File: src/hdl/ascr_pkg.sv
// ==========================================================================
// constants and types shared by the serial control block
package ascr_pkg;
  // register offsets on the plain register port (index = address)
  localparam logic [1:0] ADDR_STATUS = 2'h0;  // status flags, read only
  localparam logic [1:0] ADDR_DATA   = 2'h1;  // transmit hold / receive hold
  localparam logic [1:0] ADDR_CTRL1  = 2'h2;  // serial_control_one
  localparam logic [1:0] ADDR_CTRL2  = 2'h3;  // serial_control_two
  // serial_control_one fields
  localparam int C1_RX8    = 7;  // rx_ninth_bit, hardware written
  localparam int C1_TX8    = 6;  // ninth bit to transmit
  localparam int C1_LPD    = 5;  // low_power_disable
  localparam int C1_WLEN   = 4;  // word length, 1 = nine data bits
  localparam int C1_WAKE   = 3;  // 0 idle line, 1 address mark
  localparam int C1_PAREN  = 2;  // parity_enable
  localparam int C1_PARSEL = 1;  // parity_select, 1 = odd
  localparam int C1_PARIRQ = 0;  // parity_irq_enable
  // serial_control_two fields
  localparam int C2_TXEIRQ = 7;  // tx_empty_irq_enable
  localparam int C2_TXDIRQ = 6;  // tx_done_irq_enable
  localparam int C2_RXIRQ  = 5;  // rx_irq_enable
  localparam int C2_IDLIRQ = 4;  // idle_irq_enable
  localparam int C2_TXEN   = 3;  // transmitter_enable
  localparam int C2_RXEN   = 2;  // receiver_enable
  localparam int C2_MUTE   = 1;  // receiver_mute
  localparam int C2_BRK    = 0;  // send_break
  // reset values
  localparam logic [7:0] CTRL1_RESET  = 8'h00;
  localparam logic [7:0] CTRL2_RESET  = 8'h00;
  localparam logic [7:0] STATUS_RESET = 8'hC0;  // both transmit flags set
  // frame lengths in bit times, start and stop included
  localparam logic [3:0] FRAME_BITS_8 = 4'hA;
  localparam logic [3:0] FRAME_BITS_9 = 4'hB;
  // line timing: bit time in ns, cycles derived from the 10 ns clock
  localparam int CLK_PERIOD_NS   = 10;
  localparam int BIT_TIME_NS     = 160;
  localparam int BIT_CYCLES_DEF  = BIT_TIME_NS / CLK_PERIOD_NS;
  // transmitter and receiver states, one-hot
  typedef enum logic [1:0] {TX_IDLE = 2'b01, TX_SHIFT = 2'b10} ascr_tx_state_t;
  typedef enum logic [1:0] {RX_HUNT = 2'b01, RX_SHIFT = 2'b10} ascr_rx_state_t;
  // what the transmitter is sending
  typedef enum logic [2:0] {K_DATA = 3'b001, K_PRE = 3'b010, K_BRK = 3'b100} ascr_kind_t;
  // whole state of the block
  typedef struct packed {
    logic [7:0]     ctrl1;        // serial_control_one
    logic [7:0]     ctrl2;        // serial_control_two
    logic [7:0]     status;       // serial_status_reg flags
    logic [7:0]     txHold;       // byte waiting to be sent
    logic [7:0]     rxHold;       // last byte received
    logic           statusRead;   // first half of a flag clear sequence
    ascr_tx_state_t txState;
    ascr_kind_t     txKind;
    logic [10:0]    txShift;
    logic [3:0]     txBitsLeft;
    logic [15:0]    txBaud;
    logic [15:0]    txDelay;      // wait after enabling the transmitter
    logic           pendPreamble;
    logic           pendBreak;
    logic           teDropped;    // enable went low during a frame
    logic           teEver;       // transmitter has been enabled once
    ascr_rx_state_t rxState;
    logic [10:0]    rxShift;
    logic [3:0]     rxBitsLeft;
    logic [15:0]    rxBaud;
    logic [15:0]    rxIdleCnt;
    logic           rxNine;       // frame settings latched at start bit
    logic           rxPar;
    logic           rxParOdd;
    logic           rxArmed;      // a word arrived since the last idle
    logic           txd;
    logic           txdOeN;
    logic           irq;
    logic [7:0]     rdata;
  } ascr_state_t;
endpackage

File: src/hdl/ascr_top.sv
// The plain strobed port and the placing of the registers are this design's own decisions.
`timescale 1ns/10ps
`default_nettype none
module ascr_top #(
  parameter int unsigned BIT_CYCLES = ascr_pkg::BIT_CYCLES_DEF  // clocks per bit time
) (
  // clock and reset
  input  wire logic       clock,
  input  wire logic       rst,
  // register port
  input  wire logic [1:0] regAddr,
  input  wire logic [7:0] regWrData,
  input  wire logic       regWr,
  input  wire logic       regRd,
  output logic      [7:0] regRdData,
  // serial line
  input  wire logic       rxd,
  output logic            txd,
  output logic            txdOeN,
  // interrupt
  output logic            serialIrq
);

  // ========================================================================
  // derived counts
  localparam logic [15:0] BIT_LAST  = 16'(BIT_CYCLES - 1);   // baud reload
  localparam logic [15:0] BIT_HALF  = 16'(BIT_CYCLES / 2);   // start bit centre
  localparam logic [15:0] BIT_FULL  = 16'(BIT_CYCLES);       // enable delay
  localparam logic [15:0] IDLE_LIM8 = 16'(10 * BIT_CYCLES);  // one idle frame
  localparam logic [15:0] IDLE_LIM9 = 16'(11 * BIT_CYCLES);

  ascr_pkg::ascr_state_t r;  // registered state
  ascr_pkg::ascr_state_t n;  // next state

  // ========================================================================
  // combinational next state
  always_comb begin
    logic        dataWr;     // write to the data address
    logic        dataRd;     // read of the data address
    logic        txStartOk;  // transmitter may begin a frame
    logic [7:0]  txByte;     // byte with parity folded in
    logic        txNinth;    // ninth bit of an outgoing frame
    logic [10:0] rxWord;     // shift register after the last sample
    logic [7:0]  rxData;
    logic        rxNinthBit;
    logic        rxMsb;
    logic        rxParBad;
    logic        rxAccept;
    logic [15:0] idleLim;
    dataWr     = regWr && (regAddr == ascr_pkg::ADDR_DATA);
    dataRd     = regRd && (regAddr == ascr_pkg::ADDR_DATA);
    txStartOk  = 1'b0;
    txByte     = 8'h00;
    txNinth    = 1'b0;
    rxWord     = 11'h000;
    rxData     = 8'h00;
    rxNinthBit = 1'b0;
    rxMsb      = 1'b0;
    rxParBad   = 1'b0;
    rxAccept   = 1'b0;
    idleLim    = r.ctrl1[ascr_pkg::C1_WLEN] ? IDLE_LIM9 : IDLE_LIM8;
    n          = r;

    // ---- register writes
    if (regWr && regAddr == ascr_pkg::ADDR_CTRL1) begin
      // top bit belongs to the receiver, software cannot write it
      n.ctrl1 = {r.ctrl1[ascr_pkg::C1_RX8], regWrData[6:0]};
    end
    if (regWr && regAddr == ascr_pkg::ADDR_CTRL2) begin
      n.ctrl2 = regWrData;
      // enable dropped while a frame is on the line
      if (r.ctrl2[ascr_pkg::C2_TXEN] && !regWrData[ascr_pkg::C2_TXEN] &&
          r.txState == ascr_pkg::TX_SHIFT) begin
        n.teDropped = 1'b1;
      end
      if (!r.ctrl2[ascr_pkg::C2_TXEN] && regWrData[ascr_pkg::C2_TXEN]) begin
        n.txDelay = BIT_FULL;
        n.teEver  = 1'b1;
        // low then high during transmission asks for a preamble
        if (r.teDropped || n.teDropped) begin
          n.pendPreamble = 1'b1;
          n.teDropped    = 1'b0;
        end
      end
      // a break request survives being cleared before it is sent
      if (regWrData[ascr_pkg::C2_BRK]) begin
        n.pendBreak = 1'b1;
      end
    end

    // ---- data port and flag clear sequences
    if (regRd && regAddr == ascr_pkg::ADDR_STATUS) begin
      n.statusRead = 1'b1;
    end
    if (dataWr) begin
      n.txHold     = regWrData;
      n.status[7]  = 1'b0;  // hold register now full
      n.statusRead = 1'b0;
      if (r.statusRead) begin
        n.status[6] = 1'b0;
      end
    end
    if (dataRd) begin
      n.statusRead = 1'b0;
      if (r.statusRead) begin
        n.status[5:0] = 6'h00;  // clears come before sets below
      end
    end

    // ---- transmitter
    if (r.txDelay != 16'h0000) begin
      n.txDelay = r.txDelay - 16'h0001;
    end
    // no new frame while stopped for low power or during a data write
    txStartOk = r.ctrl2[ascr_pkg::C2_TXEN] && (r.txDelay == 16'h0000) &&
                !r.ctrl1[ascr_pkg::C1_LPD] && !dataWr;
    case (r.txState)
      ascr_pkg::TX_IDLE: begin
        n.txBitsLeft = r.ctrl1[ascr_pkg::C1_WLEN] ? ascr_pkg::FRAME_BITS_9
                                                  : ascr_pkg::FRAME_BITS_8;
        n.txBaud     = BIT_LAST;
        if (txStartOk && (r.pendBreak || r.ctrl2[ascr_pkg::C2_BRK])) begin
          // break: every bit time of the frame low
          n.txState   = ascr_pkg::TX_SHIFT;
          n.txKind    = ascr_pkg::K_BRK;
          n.txShift   = 11'h000;
          n.pendBreak = 1'b0;
        end else if (txStartOk && r.pendPreamble) begin
          // preamble: one frame of idle line
          n.txState      = ascr_pkg::TX_SHIFT;
          n.txKind       = ascr_pkg::K_PRE;
          n.txShift      = 11'h7FF;
          n.pendPreamble = 1'b0;
        end else if (txStartOk && !r.status[7]) begin
          // parity settings are sampled only here, so they bind per byte
          txByte = r.txHold;
          if (r.ctrl1[ascr_pkg::C1_PAREN] && !r.ctrl1[ascr_pkg::C1_WLEN]) begin
            txByte[7] = (^r.txHold[6:0]) ^ r.ctrl1[ascr_pkg::C1_PARSEL];
          end
          txNinth = r.ctrl1[ascr_pkg::C1_PAREN] ?
                    ((^r.txHold) ^ r.ctrl1[ascr_pkg::C1_PARSEL])
                    : r.ctrl1[ascr_pkg::C1_TX8];
          n.txState   = ascr_pkg::TX_SHIFT;
          n.txKind    = ascr_pkg::K_DATA;
          n.txShift   = r.ctrl1[ascr_pkg::C1_WLEN] ? {1'b1, txNinth, txByte, 1'b0}
                                                   : {2'b11, txByte, 1'b0};
          n.status[7] = 1'b1;  // hold register moved into the shifter
        end
      end
      ascr_pkg::TX_SHIFT: begin
        if (r.txBaud != 16'h0000) begin
          n.txBaud = r.txBaud - 16'h0001;
        end else if (r.txBitsLeft == 4'h1) begin
          // last bit time over; only data frames report completion
          n.txState = ascr_pkg::TX_IDLE;
          if (r.txKind == ascr_pkg::K_DATA) begin
            n.status[6] = 1'b1;
          end
        end else begin
          n.txShift    = {1'b1, r.txShift[10:1]};
          n.txBitsLeft = r.txBitsLeft - 4'h1;
          n.txBaud     = BIT_LAST;
        end
      end
      default: begin
        n.txState = ascr_pkg::TX_IDLE;
      end
    endcase

    // ---- receiver
    case (r.rxState)
      ascr_pkg::RX_HUNT: begin
        if (!r.ctrl2[ascr_pkg::C2_RXEN] || r.ctrl1[ascr_pkg::C1_LPD]) begin
          n.rxIdleCnt = 16'h0000;
        end else if (!rxd) begin
          // falling edge: latch frame settings for this word
          n.rxIdleCnt  = 16'h0000;
          n.rxState    = ascr_pkg::RX_SHIFT;
          n.rxBaud     = BIT_HALF;
          n.rxBitsLeft = r.ctrl1[ascr_pkg::C1_WLEN] ? ascr_pkg::FRAME_BITS_9
                                                    : ascr_pkg::FRAME_BITS_8;
          n.rxNine     = r.ctrl1[ascr_pkg::C1_WLEN];
          n.rxPar      = r.ctrl1[ascr_pkg::C1_PAREN];
          n.rxParOdd   = r.ctrl1[ascr_pkg::C1_PARSEL];
        end else if (r.rxIdleCnt != idleLim) begin
          n.rxIdleCnt = r.rxIdleCnt + 16'h0001;
        end else if (r.rxArmed) begin
          // a whole frame of high line after data counts as idle
          n.rxArmed = 1'b0;
          if (!r.ctrl2[ascr_pkg::C2_MUTE]) begin
            n.status[4] = 1'b1;
          end else if (!r.ctrl1[ascr_pkg::C1_WAKE]) begin
            n.ctrl2[ascr_pkg::C2_MUTE] = 1'b0;
          end
        end
      end
      ascr_pkg::RX_SHIFT: begin
        rxWord = {rxd, r.rxShift[10:1]};
        if (!r.ctrl2[ascr_pkg::C2_RXEN]) begin
          n.rxState = ascr_pkg::RX_HUNT;
        end else if (r.rxBaud != 16'h0000) begin
          n.rxBaud = r.rxBaud - 16'h0001;
        end else begin
          n.rxShift    = rxWord;
          n.rxBitsLeft = r.rxBitsLeft - 4'h1;
          n.rxBaud     = BIT_LAST;
          if (rxd && r.rxBaud == BIT_HALF) begin
            n.rxState = ascr_pkg::RX_HUNT;  // glitch: start bit gone at centre
          end
          if (rxd && ((r.rxNine && r.rxBitsLeft == ascr_pkg::FRAME_BITS_9) ||
                      (!r.rxNine && r.rxBitsLeft == ascr_pkg::FRAME_BITS_8))) begin
            n.rxState = ascr_pkg::RX_HUNT;
          end
          if (r.rxBitsLeft == 4'h1) begin
            n.rxState  = ascr_pkg::RX_HUNT;
            rxData     = r.rxNine ? rxWord[8:1] : rxWord[9:2];
            rxNinthBit = rxWord[9];
            rxMsb      = r.rxNine ? rxNinthBit : rxData[7];
            rxParBad   = r.rxPar && (r.rxNine ? ((^{rxNinthBit, rxData}) ^ r.rxParOdd)
                                              : ((^rxData) ^ r.rxParOdd));
            rxAccept   = !r.ctrl2[ascr_pkg::C2_MUTE];
            if (r.ctrl2[ascr_pkg::C2_MUTE] && r.ctrl1[ascr_pkg::C1_WAKE] && rxMsb) begin
              // address mark wakes the receiver and keeps this word
              n.ctrl2[ascr_pkg::C2_MUTE] = 1'b0;
              rxAccept                   = 1'b1;
            end
          end
        end
      end
      default: begin
        n.rxState = ascr_pkg::RX_HUNT;
      end
    endcase
    if (rxAccept) begin
      n.rxArmed = 1'b1;
      if (r.status[5]) begin
        n.status[3] = 1'b1;  // overrun keeps the held byte
      end else begin
        n.rxHold    = rxData;
        n.status[5] = 1'b1;
        n.status[1] = !rxWord[10];  // stop bit missing
        n.status[0] = rxParBad;
        if (r.rxNine) begin
          n.ctrl1[ascr_pkg::C1_RX8] = rxNinthBit;
        end
      end
    end

    // ---- outputs
    n.txd    = (n.txState == ascr_pkg::TX_SHIFT) ? n.txShift[0] : 1'b1;
    n.txdOeN = !((n.teEver && (n.ctrl2[ascr_pkg::C2_TXEN] || n.ctrl2[ascr_pkg::C2_RXEN])) ||
                 n.txState == ascr_pkg::TX_SHIFT);
    n.irq    = (r.ctrl2[ascr_pkg::C2_TXEIRQ] && r.status[7]) ||
               (r.ctrl2[ascr_pkg::C2_TXDIRQ] && r.status[6]) ||
               (r.ctrl2[ascr_pkg::C2_RXIRQ] && (r.status[5] || r.status[3])) ||
               (r.ctrl2[ascr_pkg::C2_IDLIRQ] && r.status[4]) ||
               (r.ctrl1[ascr_pkg::C1_PARIRQ] && r.status[0]);
    n.rdata  = 8'h00;
    if (regRd) begin
      case (regAddr)
        ascr_pkg::ADDR_STATUS: n.rdata = r.status;
        ascr_pkg::ADDR_DATA:   n.rdata = r.rxHold;
        ascr_pkg::ADDR_CTRL1:  n.rdata = r.ctrl1;
        ascr_pkg::ADDR_CTRL2:  n.rdata = r.ctrl2;
        default:               n.rdata = 8'h00;
      endcase
    end
  end

  // ========================================================================
  // state register
  always_ff @(posedge clock or posedge rst) begin
    if (rst) begin
      r         <= '0;
      r.ctrl1   <= ascr_pkg::CTRL1_RESET;
      r.ctrl2   <= ascr_pkg::CTRL2_RESET;
      r.status  <= ascr_pkg::STATUS_RESET;
      r.txState <= ascr_pkg::TX_IDLE;
      r.txKind  <= ascr_pkg::K_DATA;
      r.rxState <= ascr_pkg::RX_HUNT;
      r.txd     <= 1'b1;
      r.txdOeN  <= 1'b1;
    end else begin
      r <= n;
    end
  end

  assign regRdData = r.rdata;
  assign txd       = r.txd;
  assign txdOeN    = r.txdOeN;
  assign serialIrq = r.irq;
endmodule
`default_nettype wire

File: config.mk
export PLATFORM = sky130hd
export DESIGN_NAME = ascr_top
export DESIGN_NICKNAME = d
export VERILOG_FILES = /design/src/hdl/ascr_pkg.sv /design/src/hdl/ascr_top.sv
export SDC_FILE = /design/constraint.sdc
export NUM_CORES = 1
export LEC_CHECK = 0
export ABC_CLOCK_PERIOD_IN_PS = 5550
export BUFFER_PORTS_ARGS = -buffer_cell sky130_fd_sc_hd__buf_2
export CAP_MARGIN = 10
export CORE_ASPECT_RATIO = 1.25
export CORE_MARGIN = 3
export CORE_UTILIZATION = 60
export CTS_CLUSTER_SIZE = 20
export DETAILED_ROUTE_END_ITERATION = 8
export PLACE_DENSITY = 0.77
export SKIP_CTS_REPAIR_TIMING = 1
export SYNTH_ARGS = -nofsm -noshare
export SYNTH_HDL_FRONTEND = slang
export SYNTH_SLANG_ARGS = --single-unit
File: constraint.sdc
create_clock -name clock -period 5.55 [get_ports clock]
set_input_delay 0 -clock clock [delete_from_list [all_inputs] [get_ports clock]]
set_output_delay 0 -clock clock [all_outputs]
set_load 0.02 [all_outputs]
==> results.json <==
{
  "outcome": "finished clean",
  "timing.fmax_mhz": 347,
  "top_layer": "met4",
  "cts_buffers": 17,
  "hp-class": "input pin to register",
  "async_flop_share_pct": 100,
  "wire_per_inst_um": 17.8,
  "r2r_slack_ns": 2.67,
  "clk_pin_slew_ns": 0.06,
  "clk-insertion-delay-late_ns": 0.43,
  "grt_first_pass_wirelength_um": 29700,
  "globalRouteTotalUtil_pct": 24.4,
  "drt.antenna.violating_nets": 0,
  "rsz0062_at_grt": "false",
  "cap_violations": 0,
  "synth_area_per_cell_um2": 10.3,
  "grt_max_degree": 89,
  "critPathLaunchType": "register",
  "synth_area_um2": 8200,
  "route.detailed.drc": 0,
  "initial_core_util_pct": 61.7,
  "met3_length_um": 606,
  "hold_depth": 3,
  "cts.path.max_buffers": 2,
  "synth_cell_types": 79,
  "die_h_um": 137,
  "finalHoldViolations": 0,
  "port_buffers": 25,
  "ios": 26,
  "p_leak_nw": 3.92,
  "peakVddDrop_mv": 0.337,
  "slew_viol_final": 0,
  "first_global_vias": 6063,
  "ys.flop_type": "dfrtp_1",
  "reg2reg_depth": 6,
  "fin_crit_ns": 2.88,
  "setup_tns_ns": 0,
  "finalNetCount": 850,
  "syn_nets": 829,
  "drt_wl_total_um": 17800,
  "cts_root_buffer": "clkbuf_16",
  "area_growth_pct": 10.8,
  "layout.cells.non_filler": 1003,
  "gr-total-overflow": 0,
  "cts_tree": "built",
  "place_inst": 959,
  "die_x_um": 111,
  "antennaDiodeCount": 0,
  "cp-end-kind": "register",
  "reg2reg_to": "r[160]",
  "dr.pass1.iters": 5,
  "viasPerCell": 6.09,
  "hold_end": "r[120]",
  "synth_cells": 798,
  "reg2reg_from": "r[39]",
  "path_max_fanout": 22,
  "cp.required_ns": 5.86,
  "relSlewSlack_pct": 28.0,
  "tightest_slew_ns": 1.08,
  "powerDensity_nw_per_um2": 467,
  "die-area_um2": 15100,
  "synth_seq_cells": 158,
  "critPathArrivalTime_ns": 3.19,
  "fin_crit_sh_pct": 51.9,
  "vias": 6109,
  "synth_edf_count": 0,
  "drtIter0Drc": 361,
  "clock_skew_ns": 0.00668,
  "met2_length_um": 9390,
  "ctsHtreeMaxLevel": 4,
  "yosys_warnings": 0,
  "hp-start": "regAddr[1]",
  "drive_gt1_share_pct": 15.4,
  "gp_congestion": 0.830,
  "setup_viol_count_final": 0,
  "worst-setup-path-type": "register to register",
  "row_count": 47,
  "cts.sinks": 158,
  "ys_seq_area_share_pct": 48.4,
  "coreArea_um2": 13300,
  "dp_hpwl_um": 12400,
  "antenna_found_initial": 0,
  "wl_met1_um": 7450
}
[cell usage in the layout, fill, tap and decap left out, types with 7 or more instances in the layout]
master and n:
dfrtp_1 151, nor2_1 84, nand2_1 55, o21ai_0 42, xnor2_1 42, mux2_2 35, inv_1 32, a21oi_1 26
buf_2 25, nor3_1 22, nand3_1 21, nor4_1 19, xor2_1 18, clkbuf_16 17, ha_1 16, nand4_1 14
o21ai_1 14, and2_1 13, a31oi_1 12, dlygate4sd3_1 12, mux2i_1 10, nand2b_1 9, o31ai_1 9, or3_1 8
and3_1 7, a2bb2oi_1 7, mux4_2 7, dfstp_2 7
[registers in the layout (all words and copies together) (netlist names)]
register,cells
r,147
serialIrq,1
regRdData,8
txd,1
txdOeN,1
[cell usage after synthesis, types with 18 or more instances]
master / n / area (um^2)
dfrtp_1: 151 / 3780
xnor2_1: 42 / 368
nand2_1: 55 / 206
xor2_1: 18 / 158
mux2_2: 35 / 394
o21ai_0: 42 / 210
nor4_1: 19 / 119
nor2_1: 84 / 315
inv_1: 33 / 124
nor3_1: 22 / 110
a21oi_1: 26 / 130
nand3_1: 21 / 105
[worst max-delay path, cell delays in order (launching register included)]
cell	delay [ns]
dfrtp_1	0.44
nor4_2	0.47
nand4_1	0.24
nor4_1	0.54
and2b_1	0.61
nand2_1	0.13
mux2_1	0.33
[metal layers]
metal	up-vias	global-route usage, %
met3	35	4.51
met2	140	44.2
met5	-	0
met1	3063	29.2
li1	2871	-
met4	0	8.97
[worst max-delay path by stage]
stage / start / endpoint / slack [ns] / cells after the start
5_1_grt: r[39] / r[160] / 2.32 / 6
6_report: r[39] / r[160] / 2.67 / 6
2_1_floorplan: rst / r[100] / 1.30 / 1
3_3_place_gp: r[39] / r[160] / 2.86 / 6
4_1_cts: r[39] / r[160] / 2.67 / 6
3_5_place_dp: r[39] / r[160] / 2.71 / 6
[cells by family (layout without fill, tap and decap cells)]
logic type	count (synthesis)	in the layout	synth area share [%]
XOR/XNOR	60	60	6.41
flip-flops	158	158	48.4
buffers and inverters	70	104	3.88
adder cells (fa/ha/maj)	16	16	2.44
AO/OA/AOI/OAI	143	143	11.3
multiplexers	53	53	8.09
AND/OR/NAND/NOR	298	298	19.6
[per-stage QoR]
step / utilization, % / hold slack, ns / setup slack (ns) / cell area [um^2] / total power, W
final: 68.3 / 0.0753 / 2.67 / 9080 / 0.00424
after global routing: 68.3 / 0.0869 / 2.32 / 9080 / 0.00450
after CTS: 67.4 / -0.318 / 2.67 / 8960 / 0.00424
after detailed placement: 62.9 / 0.134 / 2.71 / 8360 / 0.00303
after global placement: 62.9 / 0.124 / 2.86 / 8360 / 0.00296
after floorplan: - / 0.104 / 1.30 / 8200 / 0.00273
[layout make-up]
class | instances | area [um^2]
Fill cell | 1021 | 4210
Sequential cell | 158 | 3960
Multi-Input combinational cell | 570 | 3920
Clock buffer | 22 | 464
Timing Repair Buffer | 39 | 260
Tap cell | 171 | 214
Clock inverter | 10 | 138
Inverter | 33 | 129
[power by group]
part	switching, W	internal, W
Sequential	0.000300	0.00141
Clock	0.000464	0.000729
Combinational	0.000793	0.000542
Total	0.00156	0.00268
Power figures use the tool's default switching activity.
